`src/hdl/ied_pkg.sv`:
```
// Purpose: Shared constants and types for the interrupt entry and dispatch unit
// Assumes: One 100 MHz core clock, asynchronous active-low reset
// Notes: How it works list below; register offsets are word indexes on the plain register port
//
// How it works
// RL1: Stack pointer drops four before any store.
// RL2: Program counter, then status word, go onto stack.
// RL3: Entry clears global enable, trace pending, trace.
// RL4: Vector number is latched into vector register.
// RL5: Entry address is base plus twice vector.
// RL6: Return pops counter and status, pointer rises four.
// RL7: Table entry holds address bits one to sixteen.
// RL8: Entry rebuilt with zero below and zeros above.
// RL9: Software keeps routines inside program memory range.
// RL10: Base is 21 bits, top five and bit zero zero.
// RL11: Software loads base before enabling any interrupt.
// RL12: Table is 32 words at legal even start.
// RL13: Every source maps to one vector zero to 31.
// RL14: Vector 1 non-maskable, 5 to 10 traps.
// RL15: Vectors 16 to 31 carry maskable peripheral lines.
// RL16: Non-maskable falling edge wins over everything else. The code lets a return request in the same idle cycle go first.
// RL17: Peripheral requests are all maskable interrupts.
// RL18: Maskable needs peripheral, mask, global and local enables.
// RL19: Software sets stack pointer first; stack grows downward.
package ied_pkg;

    // ------------------------------------------------------------
    // Register indexes
    // ------------------------------------------------------------
    localparam logic [3:0] REG_DISPATCH_BASE = 4'h0;
    localparam logic [3:0] REG_STACK_PTR = 4'h1;
    localparam logic [3:0] REG_STATUS_WORD = 4'h2;
    localparam logic [3:0] REG_PROG_COUNTER = 4'h3;
    localparam logic [3:0] REG_MASK_WORD = 4'h4;
    localparam logic [3:0] REG_VECTOR = 4'h5;
    localparam logic [3:0] REG_NMI_CTRL = 4'h6;
    localparam logic [3:0] REG_EVT_STATUS = 4'h7;
    localparam logic [3:0] REG_EVT_MASK = 4'h8;

    // ------------------------------------------------------------
    // Field positions and reset values
    // ------------------------------------------------------------
    localparam int PSW_TRACE = 1;
    localparam int PSW_TRACE_PEND = 2;
    localparam int PSW_LOCAL_EN = 9;
    localparam int PSW_GLOBAL_EN = 11;
    localparam int NMI_EN = 0;
    localparam int NMI_LOCK = 1;
    localparam int EVT_ENTRY = 0;
    localparam int EVT_RETURN = 1;
    localparam int EVT_NMI_EDGE = 2;
    localparam int EVT_BITS = 3;
    localparam logic [15:0] PSW_RESET = 16'h0000;
    localparam logic [15:0] ISP_RESET = 16'h0000;
    localparam logic [20:0] PC_RESET = 21'h000000;
    localparam logic [15:0] STACK_STEP = 16'h0004;
    localparam logic [15:0] PSW_SLOT = 16'h0002;

    // ------------------------------------------------------------
    // Vector map
    // ------------------------------------------------------------
    localparam int TRAP_COUNT = 6;
    localparam int LINE_COUNT = 16;
    localparam logic [4:0] VEC_NMI = 5'h01;
    localparam logic [4:0] VEC_TRAP_BASE = 5'h05;
    localparam logic [4:0] VEC_LINE_BASE = 5'h10;
    // Lines 16, 19, 23 and 31 have no source
    localparam logic [15:0] LINE_RESERVED = 16'h8089;

    typedef struct packed {
        logic rd;
        logic wr;
        logic [20:0] addr;
        logic [15:0] wdata;
    } ied_mem_req_t;

    typedef enum logic [2:0] {
        ST_IDLE,
        ST_PUSH_PC,
        ST_PUSH_PSW,
        ST_FETCH,
        ST_LOAD,
        ST_POP_PC,
        ST_POP_PSW
    } ied_state_t;

endpackage : ied_pkg

```
`src/hdl/ied_irq_entry.sv`:
```
// Purpose: Interrupt entry, dispatch table fetch and return sequencing
// Assumes: Memory drives read data while the registered read request stands, never waits
// Notes: Register reads return one cycle after the read strobe
`timescale 1ns/1ns
module ied_irq_entry import ied_pkg::*; (
    input wire logic sys_clk,
    input wire logic arst_n,
    input wire logic [3:0] reg_addr,
    input wire logic [31:0] reg_wdata,
    input wire logic reg_wr,
    input wire logic reg_rd,
    output logic [31:0] reg_rdata,
    input wire logic nmi_pin_n,
    input wire logic [TRAP_COUNT-1:0] trap_req,
    input wire logic [LINE_COUNT-1:0] irq_line,
    input wire logic [LINE_COUNT-1:0] periph_en,
    input wire logic return_from_exception_req,
    output ied_mem_req_t mem_req,
    input wire logic [15:0] mem_rdata,
    output logic [20:0] program_counter,
    output logic [15:0] processor_status_word,
    output logic exc_ack,
    output logic [4:0] exc_vec,
    output logic busy,
    output logic irq_out
);
    // ------------------------------------------------------------
    // State
    // ------------------------------------------------------------
    ied_state_t state_r, state_nxt;
    logic [20:0] pc_r, pc_nxt;
    logic [15:0] psw_r, psw_nxt;
    logic [15:0] isp_r, isp_nxt;
    logic [15:1] base_r, base_nxt;
    logic [15:0] mask_r, mask_nxt;
    logic [4:0] vec_r, vec_nxt;
    logic [4:0] pick_vec_r, pick_vec_nxt;
    ied_mem_req_t mem_r, mem_nxt;
    logic ack_r, ack_nxt;
    logic [4:0] ack_vec_r, ack_vec_nxt;
    logic nmi_pend_r, nmi_pend_nxt;
    logic [1:0] nmi_ctl_r, nmi_ctl_nxt;
    logic [EVT_BITS-1:0] evt_r, evt_nxt;
    logic [EVT_BITS-1:0] evt_mask_r, evt_mask_nxt;
    logic [31:0] rdata_r, rdata_nxt;
    logic irq_r, irq_nxt;
    logic busy_r, busy_nxt;

    logic nmi_fall;
    logic [LINE_COUNT-1:0] line_ok;
    logic pick_valid;
    logic [4:0] pick_vec;
    logic idle;
    logic take;
    logic take_nmi;
    logic ret_start;
    logic entry_done;
    logic ret_done;
    logic wr_ok;

    // ------------------------------------------------------------
    // Request qualification
    // ------------------------------------------------------------
    ied_nmi_edge u_nmi (
        .sys_clk(sys_clk),
        .arst_n(arst_n),
        .pin_n(nmi_pin_n),
        .fall(nmi_fall)
    );

    generate
        for (genvar g = 0; g < LINE_COUNT; g++) begin : g_line
            // A line is taken only with all four enables set
            assign line_ok[g] = irq_line[g] & periph_en[g] & mask_r[g] & ~LINE_RESERVED[g]
                              & psw_r[PSW_GLOBAL_EN] & psw_r[PSW_LOCAL_EN]; // RL17 RL18
        end
    endgenerate

    ied_vec_pick #(.LINES(LINE_COUNT)) u_pick (
        .nmi(nmi_pend_r),
        .trap(trap_req),
        .line(line_ok),
        .valid(pick_valid),
        .vec(pick_vec)
    ); // RL13

    assign idle = (state_r == ST_IDLE);
    // Return is an instruction already executing, so it goes before a new entry
    assign ret_start = idle & return_from_exception_req;
    assign take = idle & ~return_from_exception_req & pick_valid;
    assign take_nmi = take & (pick_vec == VEC_NMI);
    assign entry_done = (state_r == ST_LOAD);
    assign ret_done = (state_r == ST_POP_PSW);
    // Core state is not writable by software mid-sequence
    assign wr_ok = reg_wr & idle;

    // ------------------------------------------------------------
    // Sequencer next state
    // ------------------------------------------------------------
    always_comb begin
        state_nxt = state_r;
        pc_nxt = pc_r;
        psw_nxt = psw_r;
        isp_nxt = isp_r;
        vec_nxt = vec_r;
        pick_vec_nxt = pick_vec_r;
        mem_nxt = '0;
        ack_nxt = 1'b0;
        ack_vec_nxt = ack_vec_r;
        if (wr_ok && reg_addr == REG_PROG_COUNTER) begin
            pc_nxt = {reg_wdata[20:1], 1'b0};
        end
        if (wr_ok && reg_addr == REG_STATUS_WORD) begin
            psw_nxt = reg_wdata[15:0];
        end
        if (wr_ok && reg_addr == REG_STACK_PTR) begin
            isp_nxt = reg_wdata[15:0]; // RL19
        end
        unique case (state_r)
            ST_IDLE: begin
                if (ret_start) begin
                    mem_nxt.rd = 1'b1;
                    mem_nxt.addr = {5'h00, isp_r};
                    state_nxt = ST_POP_PC;
                end else if (take) begin
                    isp_nxt = isp_r - STACK_STEP; // RL1
                    pick_vec_nxt = pick_vec;
                    ack_nxt = 1'b1;
                    ack_vec_nxt = pick_vec;
                    state_nxt = ST_PUSH_PC;
                end
            end
            ST_PUSH_PC: begin
                mem_nxt.wr = 1'b1;
                mem_nxt.addr = {5'h00, isp_r};
                mem_nxt.wdata = pc_r[16:1]; // RL2
                state_nxt = ST_PUSH_PSW;
            end
            ST_PUSH_PSW: begin
                mem_nxt.wr = 1'b1;
                mem_nxt.addr = {5'h00, isp_r + PSW_SLOT};
                mem_nxt.wdata = psw_r; // RL2
                psw_nxt[PSW_GLOBAL_EN] = 1'b0; // RL3
                psw_nxt[PSW_TRACE_PEND] = 1'b0; // RL3
                psw_nxt[PSW_TRACE] = 1'b0; // RL3
                state_nxt = ST_FETCH;
            end
            ST_FETCH: begin
                vec_nxt = pick_vec_r; // RL4
                mem_nxt.rd = 1'b1;
                mem_nxt.addr = {5'h00, base_r, 1'b0} + {15'h0000, pick_vec_r, 1'b0}; // RL5 RL10
                state_nxt = ST_LOAD;
            end
            ST_LOAD: begin
                pc_nxt = {4'h0, mem_rdata, 1'b0}; // RL5 RL7 RL8
                state_nxt = ST_IDLE;
            end
            ST_POP_PC: begin
                pc_nxt = {4'h0, mem_rdata, 1'b0}; // RL6
                mem_nxt.rd = 1'b1;
                mem_nxt.addr = {5'h00, isp_r + PSW_SLOT};
                state_nxt = ST_POP_PSW;
            end
            ST_POP_PSW: begin
                psw_nxt = mem_rdata; // RL6
                isp_nxt = isp_r + STACK_STEP; // RL6
                state_nxt = ST_IDLE;
            end
        endcase
        // Registered copy of the next state keeps the output glitch free
        busy_nxt = (state_nxt != ST_IDLE);
    end

    always_ff @(posedge sys_clk or negedge arst_n) begin
        if (!arst_n) begin
            state_r <= ST_IDLE;
            pc_r <= PC_RESET;
            psw_r <= PSW_RESET;
            isp_r <= ISP_RESET;
            vec_r <= 5'h00;
            pick_vec_r <= 5'h00;
            mem_r <= '0;
            ack_r <= 1'b0;
            ack_vec_r <= 5'h00;
            busy_r <= 1'b0;
        end else begin
            state_r <= state_nxt;
            pc_r <= pc_nxt;
            psw_r <= psw_nxt;
            isp_r <= isp_nxt;
            vec_r <= vec_nxt;
            pick_vec_r <= pick_vec_nxt;
            mem_r <= mem_nxt;
            ack_r <= ack_nxt;
            ack_vec_r <= ack_vec_nxt;
            busy_r <= busy_nxt;
        end
    end

    // ------------------------------------------------------------
    // Software registers, events and read port
    // ------------------------------------------------------------
    always_comb begin
        base_nxt = base_r;
        mask_nxt = mask_r;
        nmi_ctl_nxt = nmi_ctl_r;
        evt_mask_nxt = evt_mask_r;
        evt_nxt = evt_r;
        rdata_nxt = 32'h00000000;
        nmi_pend_nxt = nmi_pend_r & ~take_nmi;
        if (reg_wr) begin
            unique case (reg_addr)
                REG_DISPATCH_BASE: base_nxt = reg_wdata[15:1]; // RL10 RL11
                REG_MASK_WORD: mask_nxt = reg_wdata[15:0];
                REG_EVT_MASK: evt_mask_nxt = reg_wdata[EVT_BITS-1:0];
                REG_EVT_STATUS: evt_nxt = evt_r & ~reg_wdata[EVT_BITS-1:0];
                REG_NMI_CTRL: begin
                    nmi_ctl_nxt[NMI_EN] = reg_wdata[NMI_EN];
                    // Lock can only be set; reset alone clears it
                    nmi_ctl_nxt[NMI_LOCK] = nmi_ctl_r[NMI_LOCK] | reg_wdata[NMI_LOCK];
                end
                default: ;
            endcase
        end
        // Single-shot enable drops on each taken edge unless locked
        if (take_nmi && !nmi_ctl_r[NMI_LOCK]) begin
            nmi_ctl_nxt[NMI_EN] = 1'b0;
        end
        // Setting events win over a same-cycle clear
        if (nmi_fall && (nmi_ctl_r[NMI_EN] || nmi_ctl_r[NMI_LOCK])) begin
            nmi_pend_nxt = 1'b1; // RL16
            evt_nxt[EVT_NMI_EDGE] = 1'b1;
        end
        if (entry_done) begin
            evt_nxt[EVT_ENTRY] = 1'b1;
        end
        if (ret_done) begin
            evt_nxt[EVT_RETURN] = 1'b1;
        end
        if (reg_rd) begin
            unique case (reg_addr)
                REG_DISPATCH_BASE: rdata_nxt = {11'h000, 5'h00, base_r, 1'b0}; // RL10
                REG_STACK_PTR: rdata_nxt = {16'h0000, isp_r};
                REG_STATUS_WORD: rdata_nxt = {16'h0000, psw_r};
                REG_PROG_COUNTER: rdata_nxt = {11'h000, pc_r};
                REG_MASK_WORD: rdata_nxt = {16'h0000, mask_r};
                REG_VECTOR: rdata_nxt = {27'h0000000, vec_r}; // RL4
                REG_NMI_CTRL: rdata_nxt = {30'h00000000, nmi_ctl_r};
                REG_EVT_STATUS: rdata_nxt = {29'h00000000, evt_r};
                REG_EVT_MASK: rdata_nxt = {29'h00000000, evt_mask_r};
                default: rdata_nxt = 32'h00000000;
            endcase
        end
        irq_nxt = |(evt_nxt & evt_mask_nxt);
    end

    always_ff @(posedge sys_clk or negedge arst_n) begin
        if (!arst_n) begin
            base_r <= 15'h0000;
            mask_r <= 16'h0000;
            nmi_ctl_r <= 2'h0;
            nmi_pend_r <= 1'b0;
            evt_r <= '0;
            evt_mask_r <= '0;
            rdata_r <= 32'h00000000;
            irq_r <= 1'b0;
        end else begin
            base_r <= base_nxt;
            mask_r <= mask_nxt;
            nmi_ctl_r <= nmi_ctl_nxt;
            nmi_pend_r <= nmi_pend_nxt;
            evt_r <= evt_nxt;
            evt_mask_r <= evt_mask_nxt;
            rdata_r <= rdata_nxt;
            irq_r <= irq_nxt;
        end
    end

    // ------------------------------------------------------------
    // Outputs
    // ------------------------------------------------------------
    assign reg_rdata = rdata_r;
    assign mem_req = mem_r;
    assign program_counter = pc_r;
    assign processor_status_word = psw_r;
    assign exc_ack = ack_r;
    assign exc_vec = ack_vec_r;
    assign busy = busy_r;
    assign irq_out = irq_r;
endmodule : ied_irq_entry

```
`src/hdl/ied_nmi_edge.sv`:
```
// Purpose: Synchronise the non-maskable pin and flag its falling edge
// Assumes: Pin is asynchronous to sys_clk
// Notes: Edge pulse lags the pin by two clocks
`timescale 1ns/1ns
module ied_nmi_edge import ied_pkg::*; (
    input wire logic sys_clk,
    input wire logic arst_n,
    input wire logic pin_n,
    output logic fall
);
    logic meta_r;
    logic sync_r;
    logic last_r;

    // ------------------------------------------------------------
    // Two-stage synchroniser, then edge detect on the second stage
    // ------------------------------------------------------------
    always_ff @(posedge sys_clk or negedge arst_n) begin
        if (!arst_n) begin
            meta_r <= 1'b1;
            sync_r <= 1'b1;
            last_r <= 1'b1;
        end else begin
            meta_r <= pin_n;
            sync_r <= meta_r;
            last_r <= sync_r;
        end
    end

    assign fall = last_r & ~sync_r; // RL16
endmodule : ied_nmi_edge

```
`src/hdl/ied_vec_pick.sv`:
```
// Purpose: Pick the winning request and give its vector number
// Assumes: Inputs already gated by their enables
// Notes: Combinational; higher line index wins among maskable lines
`timescale 1ns/1ns
module ied_vec_pick import ied_pkg::*; #(
    parameter int LINES = LINE_COUNT
) (
    input wire logic nmi,
    input wire logic [TRAP_COUNT-1:0] trap,
    input wire logic [LINES-1:0] line,
    output logic valid,
    output logic [4:0] vec
);
    always_comb begin
        valid = 1'b0;
        vec = 5'h00;
        for (int i = 0; i < LINES; i++) begin
            if (line[i]) begin
                valid = 1'b1;
                vec = VEC_LINE_BASE + 5'(i); // RL15
            end
        end
        for (int j = TRAP_COUNT - 1; j >= 0; j--) begin
            if (trap[j]) begin
                valid = 1'b1;
                vec = VEC_TRAP_BASE + 5'(j); // RL14
            end
        end
        if (nmi) begin
            valid = 1'b1;
            vec = VEC_NMI; // RL16
        end
    end
endmodule : ied_vec_pick

```
`config.mk`:
```
export PLATFORM = sky130hd
export DESIGN_NAME = ied_irq_entry
export DESIGN_NICKNAME = d
export VERILOG_FILES = /design/src/hdl/ied_pkg.sv /design/src/hdl/ied_irq_entry.sv /design/src/hdl/ied_nmi_edge.sv /design/src/hdl/ied_vec_pick.sv
export SDC_FILE = /design/constraint.sdc
export NUM_CORES = 1
export LEC_CHECK = 0
export BUFFER_PORTS_ARGS = -buffer_cell sky130_fd_sc_hd__buf_2
export CAP_MARGIN = 25
export CORE_MARGIN = 3
export CORE_UTILIZATION = 35
export CTS_CLUSTER_DIAMETER = 150
export DETAILED_ROUTE_END_ITERATION = 10
export SLEW_MARGIN = 15
export SYNTH_ARGS = -nofsm -noshare
export SYNTH_HDL_FRONTEND = slang
export SYNTH_HIERARCHICAL = 1
export SYNTH_SLANG_ARGS = --single-unit
```
`constraint.sdc`:
```
create_clock -name sys_clk -period 4.09 [get_ports sys_clk]
set_clock_uncertainty 0.05 [all_clocks]
set_input_delay 0.818 -clock sys_clk [delete_from_list [all_inputs] [get_ports sys_clk]]
set_output_delay 0.818 -clock sys_clk [all_outputs]
set_load 0.005 [all_outputs]
```
Word level (Yosys, flattened, before mapping):

Cells that the tools add are included.

* bitwise gates (word level): 63
* $add $sub $neg: 4
* order comparisons: 0
* multiplexer cells: 75
* shift-type cells: 0
* $mul: 0
* equality and inequality tests: 15
* reduce and logical (&&, ||, !) cells: 26
* div/mod/pow operators: 0

Operator list (count)
* 21-bit case mux with 9 select lines: 1
* 5-bit two-way mux: 19
* 21-bit case mux with 4 select lines: 1
* 16-bit two-way mux: 5
* 16-bit case mux with 2 select lines: 2
* 21-bit two-way mux: 3
* 1-bit AND: 55
* 1-bit two-way mux: 32
* 3-bit two-way mux: 6
* 3-bit case mux with 6 select lines: 1
* 16-bit by 6-bit adder with 17-bit output: 1
* 16-bit by 2-bit adder with 16-bit output (second input constant): 1
* 16-bit by 3-bit adder with 16-bit output (second input constant): 1
* 4-bit by 3-bit equality test with 1-bit output (second input constant): 4
* 16-bit by 3-bit subtractor with 16-bit output (second input constant): 1
* 2-bit OR reduction: 5
* 3-bit equality test (second input constant): 3
* 4-bit by 2-bit equality test with 1-bit output (second input constant): 2
* 8-bit two-way mux: 1
* 2-bit AND reduction: 4
* 2-bit nonzero test: 4
* 3-bit AND: 2
* 3-bit by 2-bit equality test with 1-bit output (second input constant): 2
* 3-bit nonzero test: 2
* other kinds (17): 25

* RAM bits: 0
* input port bits: 96
* bits in registers: 183
* bits in read-only memories: 0
* latch bits: 0
* word-level logic and storage cells: 208
* memories: 0

Logic depth before layout (Yosys ltp):

* depth in word-level cells: 28
* gate-level depth with buffers: 12

Modules after synthesis:

Netlist, hierarchy kept.

By module, submodules not included
* ied_irq_entry: times used 1, area an instance 8632.0 µm², cells an instance 875
* ied_vec_pick: times used 1, area an instance 266.5 µm², cells an instance 42
* ied_nmi_edge: times used 1, area an instance 92.6 µm², cells an instance 4

Worst setup path after synthesis:

No wires, ideal clock.

* kind: input-to-reg
* start point: input irq_line[11]
* end point: register isp_r[5]
* data arrival time: 2627 ps
* setup slack: 1293 ps
* cell stages on the path: 10
* path buffers: 1
* path through: nand3_1 -> nor2_1 -> nor4_1 -> and4_2 -> nand4_1 -> nand3_1 -> inv_1 -> buf_2 -> a211o_1 -> a31o_2

* word-level cells in the longest chain between the ends: 19

Ends and longest elaborated chain
* start, declared: line ied_irq_entry.sv:15 `input wire logic [LINE_COUNT-1:0] irq_line,`
* 1-bit AND (2 in a row): line ied_irq_entry.sv:74 `assign line_ok[g] = irq_line[g] & periph_en[g] & mask_r[g] & ~LINE_RESERVED[g]`
* 1-bit AND (2 in a row): line ied_irq_entry.sv:75 `& psw_r[PSW_GLOBAL_EN] & psw_r[PSW_LOCAL_EN];`
* net line_ok[11]: line ied_irq_entry.sv:50 `logic [LINE_COUNT-1:0] line_ok;`
* 1-bit two-way mux (4 in a row): line ied_vec_pick.sv:18 `if (line[i]) begin`
* 1-bit two-way mux (6 in a row): line ied_vec_pick.sv:24 `if (trap[j]) begin`
* 1-bit two-way mux: line ied_vec_pick.sv:29 `if (nmi) begin`
* net pick_valid: line ied_irq_entry.sv:51 `logic pick_valid;`
* 1-bit AND: line ied_irq_entry.sv:90 `assign take = idle & ~return_from_exception_req & pick_valid;`
* 16-bit two-way mux: line ied_irq_entry.sv:125 `end else if (take) begin`
* 16-bit two-way mux: line ied_irq_entry.sv:121 `if (ret_start) begin`
* 16-bit case mux with 2 select lines: line ied_irq_entry.sv:119 `unique case (state_r)`
* net isp_nxt[5]: line ied_irq_entry.sv:33 `logic [15:0] isp_r, isp_nxt;`
* end signal, assigned: line ied_irq_entry.sv:190 `isp_r <= isp_nxt;`
* end, declared: line ied_irq_entry.sv:33

The timed path passes the listed nets, and every way through them passes these cells.
A chain may end at the register's enable or synchronous reset.

Worst setup path in the final report:

* start point: register psw_r[9], in the netlist processor_status_word[9]
* end point: register isp_r[5]

* elaborated cells on any way between the ends: 35
* classes of those cells: mux: 22; bitwise: 13

RTL lines
* start, declared: line ied_irq_entry.sv:32 `logic [15:0] psw_r, psw_nxt;`
* start signal, assigned: line ied_irq_entry.sv:189 `psw_r <= psw_nxt;`
* 1-bit AND: line ied_irq_entry.sv:75
* net line_ok[11]: line ied_irq_entry.sv:50
* 1-bit two-way mux (4 in a row): line ied_vec_pick.sv:18
* 1-bit two-way mux (6 in a row): line ied_vec_pick.sv:24
* 1-bit two-way mux: line ied_vec_pick.sv:29
* net pick_valid: line ied_irq_entry.sv:51
* 1-bit AND: line ied_irq_entry.sv:90
* 16-bit two-way mux: line ied_irq_entry.sv:125
* 16-bit two-way mux: line ied_irq_entry.sv:121
* 16-bit case mux with 2 select lines: line ied_irq_entry.sv:119
* net isp_nxt[5]: line ied_irq_entry.sv:33

The timed path passes the listed nets, and every way through them passes these cells.

==> results.json <==
{
  "cts_sinks": 167,
  "run_status": "finished, final reports clean",
  "grt_antenna_before_repair": 1,
  "endpoint_kind": "register",
  "power.leakage_nw": 5.06,
  "rsz0062_at_grt": "no",
  "vias": 7977,
  "required_ns": 4.36,
  "cp-endpoint": "isp_r[5]",
  "post_cts_resize_count": 0,
  "hold_violations": 0,
  "power_density_mw_per_mm2": 640,
  "netlist_instances": 921,
  "netlist_area_mm2": 0.00899,
  "cp-startpoint": "processor_status_word[9]",
  "tns_ns": 0,
  "area_delta_synth_final_pct": 19.6,
  "wl_um": 30000,
  "post-route-period-util_pct": 83.3,
  "ir_worst_vdd_mv": 0.310,
  "r2r_cells": 10,
  "postCtsSetupRepairBufs": 0,
  "track_usage_pct": 21.4,
  "worstMarginPinSlew_ns": 0.851,
  "setup_viol": 0,
  "cts_made_buffers": 17,
  "drt_pre_antenna_iters": 6,
  "rrSetupSlack_ns": 0.68,
  "finalMaxSlewViolations": 0,
  "post-route-drc-count": 0,
  "seqCellArea_mm2": 0.00418,
  "drv_cap": 0,
  "async_flop_share_pct": 100,
  "dp_hpwl_um": 22000,
  "drt-initial-drc-count": 817,
  "grt_pass1_vias": 7744,
  "grt_pass1_wl_um": 46600,
  "wl_per_cell_um": 21.0,
  "dieHeight_um": 166,
  "clock.fmax_mhz": 294,
  "whs_ns": 0.307,
  "yosysUniqueCellTypes": 82,
  "fin_crit_ns": 3.41,
  "dieArea_mm2": 0.0276,
  "worstReg2RegEnd": "isp_r[5]",
  "die_x_um": 166,
  "cts_root_buffer": "clkbuf_16",
  "viasPerCell": 5.59,
  "cts_tree": "yes",
  "ios": 212,
  "clock_latency_ns": 0.45,
  "syn_avg_cell_area_um2": 9.76,
  "grt_max_degree": 85,
  "synthFlopType": "dfrtp_1",
  "drive_gt1_share_pct": 25.8,
  "r2r-start": "processor_status_word[9]",
  "multi_input_area_mm2": 0.00446,
  "initial_core_util_pct": 35.7,
  "final_nets": 1189,
  "htreeDepth": 4,
  "relSlewSlack_pct": 42.6,
  "cp.arrival_ns": 3.68,
  "clockBufferDepth": 2,
  "core_area_mm2": 0.0252,
  "cp_max_fo": 22,
  "path_class": "reg2reg",
  "grt-ovfl-total": 0,
  "path_clk_slew_ns": 0.08,
  "place.gp.congestion": 0.913,
  "synth-edff-count": 0,
  "cp-start-kind": "register",
  "antenna_left": 0,
  "synth_seq_area_share_pct": 46.5,
  "num_rows": 58,
  "yosys_warnings": 6,
  "hold_buffers": 0,
  "hp-class": "reg2reg",
  "fill_cells": 2435,
  "ys_ff_latch": 167,
  "portBuffers": 176,
  "antennaDiodeCount": 0
}
## how the worst min path moves through the flow
stage                       startpoint           end  slack, ns  depth (start not counted)
after global routing      u_nmi/meta_r  u_nmi/sync_r       0.32                          0
after CTS                 u_nmi/meta_r  u_nmi/sync_r       0.31                          0
final                     u_nmi/meta_r  u_nmi/sync_r       0.31                          0
after floorplan           u_nmi/meta_r  u_nmi/sync_r       0.30                          0
after detailed placement  u_nmi/meta_r  u_nmi/sync_r       0.30                          0
after global placement    u_nmi/meta_r  u_nmi/sync_r       0.30                          0
## per-layer routing
| metal | wire length [um] | GRT usage [%] | share of wire (%) | vias to the layer above |
|---|---|---|---|---|
| met2 | 13900 | 33.4 | 46 | 375 |
| met4 | 747 | 6.53 | 2.5 | 2 |
| met1 | 13000 | 29.8 | 43 | 3881 |
| met5 | 13 | 0 | 0.043 | - |
| met3 | 2310 | 4.98 | 7.7 | 47 |
| li1 | - | - | - | 3672 |
## per-stage QoR
step                      power (mW)  worst slack [ns]  utilization, %  std cells  cell area (um2)
after floorplan                 4.14              1.29               -        947             9090
final                           6.89             0.683            42.7       1427            10800
after global placement          5.19             0.756            40.3       1394            10100
after global routing            7.32             0.402            42.7       1427            10800
after detailed placement        5.22             0.688            40.3       1394            10100
after CTS                       6.89             0.707            42.7       1426            10700
## area by class of cell
type	instances	area share, %
timing repair buffer	194	9.51
multi-input combinational	684	41.4
tap	330	3.84
clock buffer	17	3.96
sequential	167	38.9
clock inverter	15	1.68
inverter	20	0.698
## synth_stat cells (13+ instances only)
library cell | count | share of area, %
buf_2 | 13 | 0.72
mux2i_1 | 31 | 3.5
o221ai_1 | 14 | 1.4
nand2_1 | 125 | 5.2
a22oi_1 | 30 | 2.5
nor3_1 | 16 | 0.89
a22o_1 | 16 | 1.6
nand3_1 | 34 | 1.9
o21ai_0 | 51 | 2.8
inv_1 | 19 | 0.79
xor2_1 | 22 | 2.1
buf_4 | 18 | 1.5
dfrtp_1 | 164 | 46
a222oi_1 | 14 | 1.6
mux2_2 | 27 | 3.4
nor2_1 | 59 | 2.5
clkbuf_1 | 40 | 1.7
a21oi_1 | 35 | 1.9
## power by group
part           total [mW]  internal (mW)  leakage [nW]  switching [mW]
Combinational        2.41           1.01          2.65            1.40
Clock                1.66          0.879         0.291           0.786
Sequential           2.81           2.16          2.13           0.655
Total                6.89           4.04          5.06            2.84
## logic make-up (layout without fill, tap and decap cells)
| group | Yosys count | count (layout) | share of synthesized area, % |
|---|---|---|---|
| XOR/XNOR | 29 | 29 | 2.82 |
| AO/OA/AOI/OAI | 240 | 240 | 18.5 |
| adder cells (fa/ha/maj) | 9 | 9 | 1.34 |
| flip-flops | 167 | 167 | 46.5 |
| other | 1 | 27 | 0.0417 |
| AND/OR/NAND/NOR | 311 | 311 | 17.6 |
| buffers and inverters | 96 | 246 | 5.11 |
| multiplexers | 68 | 68 | 8.09 |
## registers in the layout, indices dropped and copies added, names as in the netlist, 2 cells and up
signal                 flops
state_r                    3
isp_r                     16
evt_r                      3
evt_mask_r                 3
base_r                    15
processor_status_word     16
program_counter           20
exc_vec                    5
mask_r                    16
mem_req                   35
reg_rdata                 21
nmi_ctl_r                  2
vec_r                      5
## placed cells by master, fill, tap and decap left out, drive strengths merged, types with 10 or more instances in the layout
cell type,synthesis,final
nand3,35,35
a31oi,10,10
o21ai,58,58
mux2i,31,31
clkbuf,40,18
mux2,37,37
nor4,11,11
o22ai,12,12
a222oi,14,14
dfrtp,164,164
nor2,60,60
nand2,128,128
nor3,18,18
and3,10,10
a21oi,36,36
o221ai,14,14
a22o,16,16
conb,1,27
inv,20,28
xor2,22,22
buf,36,193
a22oi,30,30
## critical path, cell delays in order, from the launching register on
cell,delay (ns)
dfrtp_1,0.44
nand2_1,0.42
nor2_1,0.16
nor4_1,0.52
and4_2,0.32
nand4_1,0.25
nand3_1,0.18
inv_1,0.32
nor3_1,0.28
a31oi_1,0.06
a31o_2,0.28
Power figures use the tool's default switching activity.
